[config.mk]
export PLATFORM = sky130hd
export DESIGN_NAME = mec_maint_regs
export DESIGN_NICKNAME = d
export VERILOG_FILES = /design/src/rtl/mec_pkg.sv /design/src/rtl/mec_maint_regs.sv
export SDC_FILE = /design/constraint.sdc
export NUM_CORES = 1
export LEC_CHECK = 0
export ABC_AREA = 1
export BUFFER_PORTS_ARGS = -buffer_cell sky130_fd_sc_hd__buf_4
export CAP_MARGIN = 40
export CORE_UTILIZATION = 55
export CTS_CLUSTER_DIAMETER = 60
export CTS_CLUSTER_SIZE = 14
export DETAILED_ROUTE_END_ITERATION = 16
export GPL_TIMING_DRIVEN = 0
export PLACE_DENSITY = 0.82
export SLEW_MARGIN = 0
export SYNTH_ARGS = -nofsm -noshare
export SYNTH_HDL_FRONTEND = slang
export SYNTH_SLANG_ARGS = --single-unit
[constraint.sdc]
create_clock -name core_clk_i -period 2.87 [get_ports core_clk_i]
set_input_delay 0.287 -clock core_clk_i [delete_from_list [all_inputs] [get_ports core_clk_i]]
set_output_delay 0.287 -clock core_clk_i [all_outputs]
set_load 0.01 [all_outputs]
[src/rtl/mec_pkg.sv]
// Overview of operation
// - Rising edge of bit 6 inserts one bipolar violation; re-arm by clear then set.
// - Rising edge of bit 5 inserts one pattern logic error; re-arm by clear then set.
// - Bit 4 selects excess-zero criterion: 0 ANSI, 1 FCC.
// - Bits 3-2 select what the 16-bit error counter counts.
// - Bit 1 selects counter reporting: 0 manual, 1 automatic.
// - Rising edge of bit 0 transfers count to result registers and resets counter.
// - Eight channel copies at 10H, 30H, 50H...; stride 20H; masks repeat likewise.
// - Mask bit 0 enables, 1 suppresses; every mask bit resets to 1.
// - First mask: inband act, inband deact, sync, clock loss, driver fail, alarm, signal loss.
// - Second mask: dac ovf, jitter ovf, jitter unf, pattern err, excess zero, cv, timer, counter.
// - Edge select 0 makes rising status edge an event; 1 makes both edges events.
// - Status transition interrupts only when mask bit is 0 and edge matches.
package mec_pkg;

  localparam int NUM_CH = 8;
  localparam int CH_W = 3;
  localparam int ADDR_W = 8;
  localparam int DATA_W = 8;
  localparam int LINE_SRC_W = 7;
  localparam int ERR_SRC_W = 8;

  // ----------------------------------------------------------------
  // Register map
  // ----------------------------------------------------------------
  localparam logic [4:0] OFS_MAINT_CTRL = 5'h10;
  localparam logic [4:0] OFS_MASK_LINE = 5'h11;
  localparam logic [4:0] OFS_MASK_ERR = 5'h12;
  localparam int CH_STRIDE = 32'h20;

  localparam logic [7:0] RST_MAINT_CTRL = 8'h00;
  localparam logic [7:0] RST_MASK_LINE = 8'hFF;
  localparam logic [7:0] RST_MASK_ERR = 8'hFF;
  localparam logic [7:0] UNMAPPED_DATA = 8'h00;

  // ----------------------------------------------------------------
  // Control register fields
  // ----------------------------------------------------------------
  localparam int BIT_RSVD = 7;
  localparam int BIT_BPV_INJECT = 6;
  localparam int BIT_PAT_INJECT = 5;
  localparam int BIT_EXCESS_ZERO_DEFINITION = 4;
  localparam int BIT_CNT_SEL_HI = 3;
  localparam int BIT_CNT_SEL_LO = 2;
  localparam int BIT_CNT_MODE = 1;
  localparam int BIT_CNT_XFER = 0;

  localparam logic RSVD_MAINT_VAL = 1'b0;
  localparam logic RSVD_MASK_LINE_VAL = 1'b1;

  typedef enum logic [1:0] {
    CNT_SEL_PATTERN = 2'h0,
    CNT_SEL_EXZ = 2'h1,
    CNT_SEL_BPV = 2'h2,
    CNT_SEL_BPV_EXZ = 2'h3
  } mec_cnt_sel_type;

  typedef struct packed {
    logic wr;
    logic rd;
    logic [ADDR_W-1:0] addr;
    logic [DATA_W-1:0] wdata;
  } mec_reg_req_type;

  typedef struct packed {
    logic excess_zero_definition;
    mec_cnt_sel_type count_select;
    logic counter_report_mode;
  } mec_chan_cfg_type;

  typedef struct packed {
    logic bipolar_violation_inject;
    logic pattern_error_inject;
    logic counter_transfer;
  } mec_chan_pulse_type;

endpackage : mec_pkg

[src/rtl/mec_maint_regs.sv]
module mec_maint_regs
  import mec_pkg::*;
(
  input wire logic core_clk_i,
  input wire logic rst_b_i,
  input wire mec_reg_req_type reg_req_i,
  output logic [DATA_W-1:0] reg_rdata_o,
  output logic reg_rvalid_o,
  input wire logic [NUM_CH-1:0][LINE_SRC_W-1:0] line_status_i,
  input wire logic [NUM_CH-1:0][LINE_SRC_W-1:0] edge_select_i,
  input wire logic [NUM_CH-1:0][ERR_SRC_W-1:0] error_event_i,
  input wire logic [NUM_CH-1:0] one_second_tick_i,
  output mec_chan_cfg_type [NUM_CH-1:0] chan_cfg_o,
  output mec_chan_pulse_type [NUM_CH-1:0] chan_pulse_o,
  output logic [NUM_CH-1:0][LINE_SRC_W-1:0] line_irq_event_o,
  output logic [NUM_CH-1:0][ERR_SRC_W-1:0] error_irq_event_o
);

  // ----------------------------------------------------------------
  // Address decode
  // ----------------------------------------------------------------
  function automatic logic reg_hit(input logic [ADDR_W-1:0] addr, input logic [CH_W-1:0] ch,
                                   input logic [4:0] ofs);
    logic [ADDR_W-1:0] base;
    base = ADDR_W'(CH_STRIDE * ch);
    reg_hit = (addr == (base | {3'h0, ofs}));
  endfunction : reg_hit

  logic [NUM_CH-1:0][DATA_W-1:0] maint_q;
  logic [NUM_CH-1:0][DATA_W-1:0] maint_prev_q;
  logic [NUM_CH-1:0][DATA_W-1:0] mask_line_q;
  logic [NUM_CH-1:0][DATA_W-1:0] mask_err_q;
  logic [NUM_CH-1:0][LINE_SRC_W-1:0] status_prev_q;
  mec_chan_pulse_type [NUM_CH-1:0] pulse_q;
  logic [NUM_CH-1:0][LINE_SRC_W-1:0] line_irq_q;
  logic [NUM_CH-1:0][ERR_SRC_W-1:0] err_irq_q;
  logic [DATA_W-1:0] rdata_q;
  logic rvalid_q;

  logic [NUM_CH-1:0] hit_maint;
  logic [NUM_CH-1:0] hit_mask_line;
  logic [NUM_CH-1:0] hit_mask_err;
  logic [DATA_W-1:0] rdata_d;

  wire [CH_W-1:0] req_ch = reg_req_i.addr[ADDR_W-1:ADDR_W-CH_W];

  for (genvar c = 0; c < NUM_CH; c++) begin : g_dec
    assign hit_maint[c] = reg_hit(reg_req_i.addr, CH_W'(c), OFS_MAINT_CTRL);
    assign hit_mask_line[c] = reg_hit(reg_req_i.addr, CH_W'(c), OFS_MASK_LINE);
    assign hit_mask_err[c] = reg_hit(reg_req_i.addr, CH_W'(c), OFS_MASK_ERR);
  end

  wire any_maint = |hit_maint;
  wire any_mask_line = |hit_mask_line;
  wire any_mask_err = |hit_mask_err;

  assign rdata_d = any_maint ? maint_q[req_ch] :
                   any_mask_line ? mask_line_q[req_ch] :
                   any_mask_err ? mask_err_q[req_ch] : UNMAPPED_DATA;

  // ----------------------------------------------------------------
  // Per-channel registers and event logic
  // ----------------------------------------------------------------
  for (genvar c = 0; c < NUM_CH; c++) begin : g_ch
    logic [DATA_W-1:0] maint_wr;
    logic [DATA_W-1:0] mask_line_wr;
    logic [LINE_SRC_W-1:0] rise;
    logic [LINE_SRC_W-1:0] fall;
    mec_chan_pulse_type pulse_d;

    assign maint_wr = {RSVD_MAINT_VAL, reg_req_i.wdata[BIT_RSVD-1:0]};
    assign mask_line_wr = {RSVD_MASK_LINE_VAL, reg_req_i.wdata[BIT_RSVD-1:0]};

    // Rising transitions against the previous-clock value; counter transfer also on one_second_tick_i in automatic mode
    assign pulse_d.bipolar_violation_inject = maint_q[c][BIT_BPV_INJECT] &
                                              ~maint_prev_q[c][BIT_BPV_INJECT];
    assign pulse_d.pattern_error_inject = maint_q[c][BIT_PAT_INJECT] &
                                          ~maint_prev_q[c][BIT_PAT_INJECT];
    assign pulse_d.counter_transfer = (maint_q[c][BIT_CNT_XFER] & ~maint_prev_q[c][BIT_CNT_XFER]) |
                                      (maint_q[c][BIT_CNT_MODE] & one_second_tick_i[c]);

    assign rise = line_status_i[c] & ~status_prev_q[c];
    assign fall = ~line_status_i[c] & status_prev_q[c];

    assign chan_cfg_o[c].excess_zero_definition = maint_q[c][BIT_EXCESS_ZERO_DEFINITION];
    assign chan_cfg_o[c].count_select = mec_cnt_sel_type'(maint_q[c][BIT_CNT_SEL_HI:BIT_CNT_SEL_LO]);
    assign chan_cfg_o[c].counter_report_mode = maint_q[c][BIT_CNT_MODE];

    always_ff @(posedge core_clk_i or negedge rst_b_i) begin
      if (!rst_b_i) begin
        maint_q[c] <= RST_MAINT_CTRL;
        mask_line_q[c] <= RST_MASK_LINE;
        mask_err_q[c] <= RST_MASK_ERR;
      end else if (reg_req_i.wr) begin
        if (hit_maint[c]) maint_q[c] <= maint_wr;
        if (hit_mask_line[c]) mask_line_q[c] <= mask_line_wr;
        if (hit_mask_err[c]) mask_err_q[c] <= reg_req_i.wdata;
      end
    end

    always_ff @(posedge core_clk_i or negedge rst_b_i) begin
      if (!rst_b_i) begin
        maint_prev_q[c] <= RST_MAINT_CTRL;
        status_prev_q[c] <= '0;
        pulse_q[c] <= '0;
        line_irq_q[c] <= '0;
        err_irq_q[c] <= '0;
      end else begin
        maint_prev_q[c] <= maint_q[c];
        status_prev_q[c] <= line_status_i[c];
        pulse_q[c] <= pulse_d;
        line_irq_q[c] <= ~mask_line_q[c][LINE_SRC_W-1:0] & (rise | (edge_select_i[c] & fall));
        err_irq_q[c] <= ~mask_err_q[c] & error_event_i[c];
      end
    end
  end

  // ----------------------------------------------------------------
  // Read port
  // ----------------------------------------------------------------
  always_ff @(posedge core_clk_i or negedge rst_b_i) begin
    if (!rst_b_i) begin
      rdata_q <= UNMAPPED_DATA;
      rvalid_q <= 1'b0;
    end else begin
      rvalid_q <= reg_req_i.rd;
      if (reg_req_i.rd) rdata_q <= rdata_d;
    end
  end

  assign reg_rdata_o = rdata_q;
  assign reg_rvalid_o = rvalid_q;
  assign chan_pulse_o = pulse_q;
  assign line_irq_event_o = line_irq_q;
  assign error_irq_event_o = err_irq_q;

endmodule : mec_maint_regs

==> reports/summary.txt <==
H-tree depth = 2
chip height = 173 um
setup bufs post-CTS = 0
TritonRoute pass-1 iters = 6
fin area = 21900 sq um
predominant post-synthesis flop cell = dfrtp_1
power density over cell area = 569 nW/um^2
synthesized flop and latch total = 409
crit share post-route = 0.582
worst-margin pin slew = 0.757 ns
top post-synthesis cells by area = dfrtp_1, dfstp_2, nand2_1, o21ai_0, inv_1
Tot GR Track Use = 0.357
remaining global-route overflow = 0
P&R area growth vs syn = 36.2%
PortBufs = 387
Startpoint Class = primary input
Commonest cells post-synth = nand2_1, dfrtp_1, o21ai_0
starting density of the core = 0.559
CTS sink cnt = 409
required time worst endpoint = 3.45 ns
final core utilization = 0.762
top-count cell post-synth = nand2_1
Tot Pwr = 12.4 mW
CTS tree = built
Post-Synthesis Cells = 1668
slew margin rel. = 0.495
Post-DP Area = 19600 sq um
Die X = 173 um
cell mode on critical path = buf_16
pin count of the biggest net entering global routing = 125
hold slack = 0.00160 ns
count of cell types in the netlist = 24
status = finished clean
Post-synth EDFFs = 0
pre-CTS setup slack = 0.827 ns
placeable core area = 28700 sq um
Ys Warns = 0
later-pin clock latency in the skew report = 0.53 ns
Critical Path Slowest Stage Cell = dlygate4sd3_1
storage element area = 10400 sq um
CTS Buf Count = 35
final worst path period need = 1.67 ns
Crit path arrival time = 2.25 ns
Max clock buf depth = 3
worst r2r src = mask_err_q[58]
final hold vios = 0
Synth async-reset ratio = 1.00
Final HPWL DP = 36100 um
share of layout cells above drive strength 1 = 0.283
total routed wirelength = 52500 um
post-synth top area cell = dfrtp_1
Worst Hold Class = primary input to flop
die area = 29900 sq um
Leakage = 10.6 nW
DR vias = 14482
antenna violations before repair = 3
drt drc = 0
row cnt = 62
Reg2Reg Depth = 8
CP Class = primary input to async pin
hold buffers post-CTS = 125
CP cell instances = dlygate4sd3_1 > buf_8 > buf_16 > buf_16
CP Capture Type = async pin
fin nets = 2425
starting DRC count in detailed routing = 1487
critical path's top delay family = buffers and inverters
Critical path buffers and inverters = 4
Crit path depth = 4
vias in the first global route = 14897
routed len/inst = 19.9 um
Routed Antenna Nets = 0
crit path capture = line_irq_event_o[47]
Max Slew Vio Count = 0
Max Clk Rate = 599 MHz
Reg2Reg Setup Slack = 1.40 ns
Root Buffer = clkbuf_16
register area share after synthesis = 0.647
maximum net fanout on the critical path = 124
Setup WS post-layout = 1.20 ns
fill count = 1836
area of the multi-input gates = 4450 sq um
mapped cell area = 16100 sq um
post-cts sizing count = 0
Clock transition at path regs = 0.07 ns
Mapped Avg Cell Area = 9.62 sq um
maxcap violations = 0
area share of the largest cell type after synthesis = 0.451
VDD IR max = 0.469 mV
worst-case clock skew = 0.0152 ns
final setup vio count = 0
first-pass GRT wire length = 81900 um
Critical R2R Capture = reg_rdata_o[2]
CP peak stage delay = 0.56 ns
RSZ-0062 raised after global routing = false
syn_nets = 1872
Critical path origin = rst_b_i
GP Congestion = 0.958
routed vias/inst = 5.50
io pins = 389
==> metrics by stage <==
stage	std cells	setup TNS [ns]
after floorplan	1668	0
after detailed placement	2443	0
after global placement	2439	-767.19
after global routing	2634	0
final	2634	0
after CTS	2631	0
==> kinds of logic (layout without fill, tap and decap cells) <==
| family | Yosys count | count (layout) | share of synthesized area |
|---|---|---|---|
| buffers and inverters | 283 | 862 | 0.0758 |
| flip-flops | 409 | 409 | 0.647 |
| other | 0 | 3 | 0 |
| AND/OR/NAND/NOR | 651 | 651 | 0.166 |
| AO/OA/AOI/OAI | 325 | 325 | 0.111 |
==> tightest hold or removal path, stage by stage <==
cell,delay (ns)
buf_4,0.08
inv_1,0.05
nor2_1,0.08
==> power breakdown <==
part           internal, mW  switching (mW)  leakage [nW]
combinational         0.720           0.792          5.22
sequential             6.14           0.215          4.86
clock                  2.47            2.11         0.501
total                  9.32            3.11          10.6
==> layer usage <==
layer | GRT usage | vias up | wire (um)
met5 | 0 | - | 0
met4 | 0.171 | 0 | 2540
met3 | 0.0686 | 187 | 4820
met2 | 0.602 | 852 | 25800
met1 | 0.446 | 7021 | 19400
li1 | - | 6422 | -
==> worst min-delay path by stage <==
stage,from,to,cells after the start
finish,error_event_i[62],error_irq_event_o[62],3
global route,error_event_i[62],error_irq_event_o[62],3
CTS,error_event_i[62],error_irq_event_o[62],3
detailed placement,rst_b_i,error_irq_event_o[44],1
global placement,maint_q[6],maint_prev_q[6],0
floorplan,rst_b_i,chan_cfg_o[0],0
==> final cells by class <==
cell class              count  area share
clock inverters             1    0.000401
diodes                      3    0.000343
clock buffers              62      0.0476
well taps                 384      0.0220
flip-flops and latches    409       0.475
multi-input cells         976       0.204
inverters                 183      0.0314
repair buffers            516       0.196
plain buffers             100      0.0242
==> layout by cell type, fill, tap and decap left out, drive strengths merged <==
master,count
a211oi,56
a21oi,69
and3,6
buf,447
clkbuf,106
dfrtp,289
dfstp,120
diode,3
dlygate4sd3,125
inv,184
nand2,411
nand3,87
nand4,7
nor2,118
nor3,2
nor4,2
o211ai,7
o21ai,193
or2,18
==> state kept, by name (all words and copies together) (netlist names), 24 cells and up <==
name / flops
mask_line_q: 56
maint_q: 24
error_irq_event_o: 64
chan_cfg_o: 32
mask_err_q: 64
status_prev_q: 56
chan_pulse_o: 24
maint_prev_q: 24
line_irq_event_o: 56
Power figures use the tool's default switching activity.
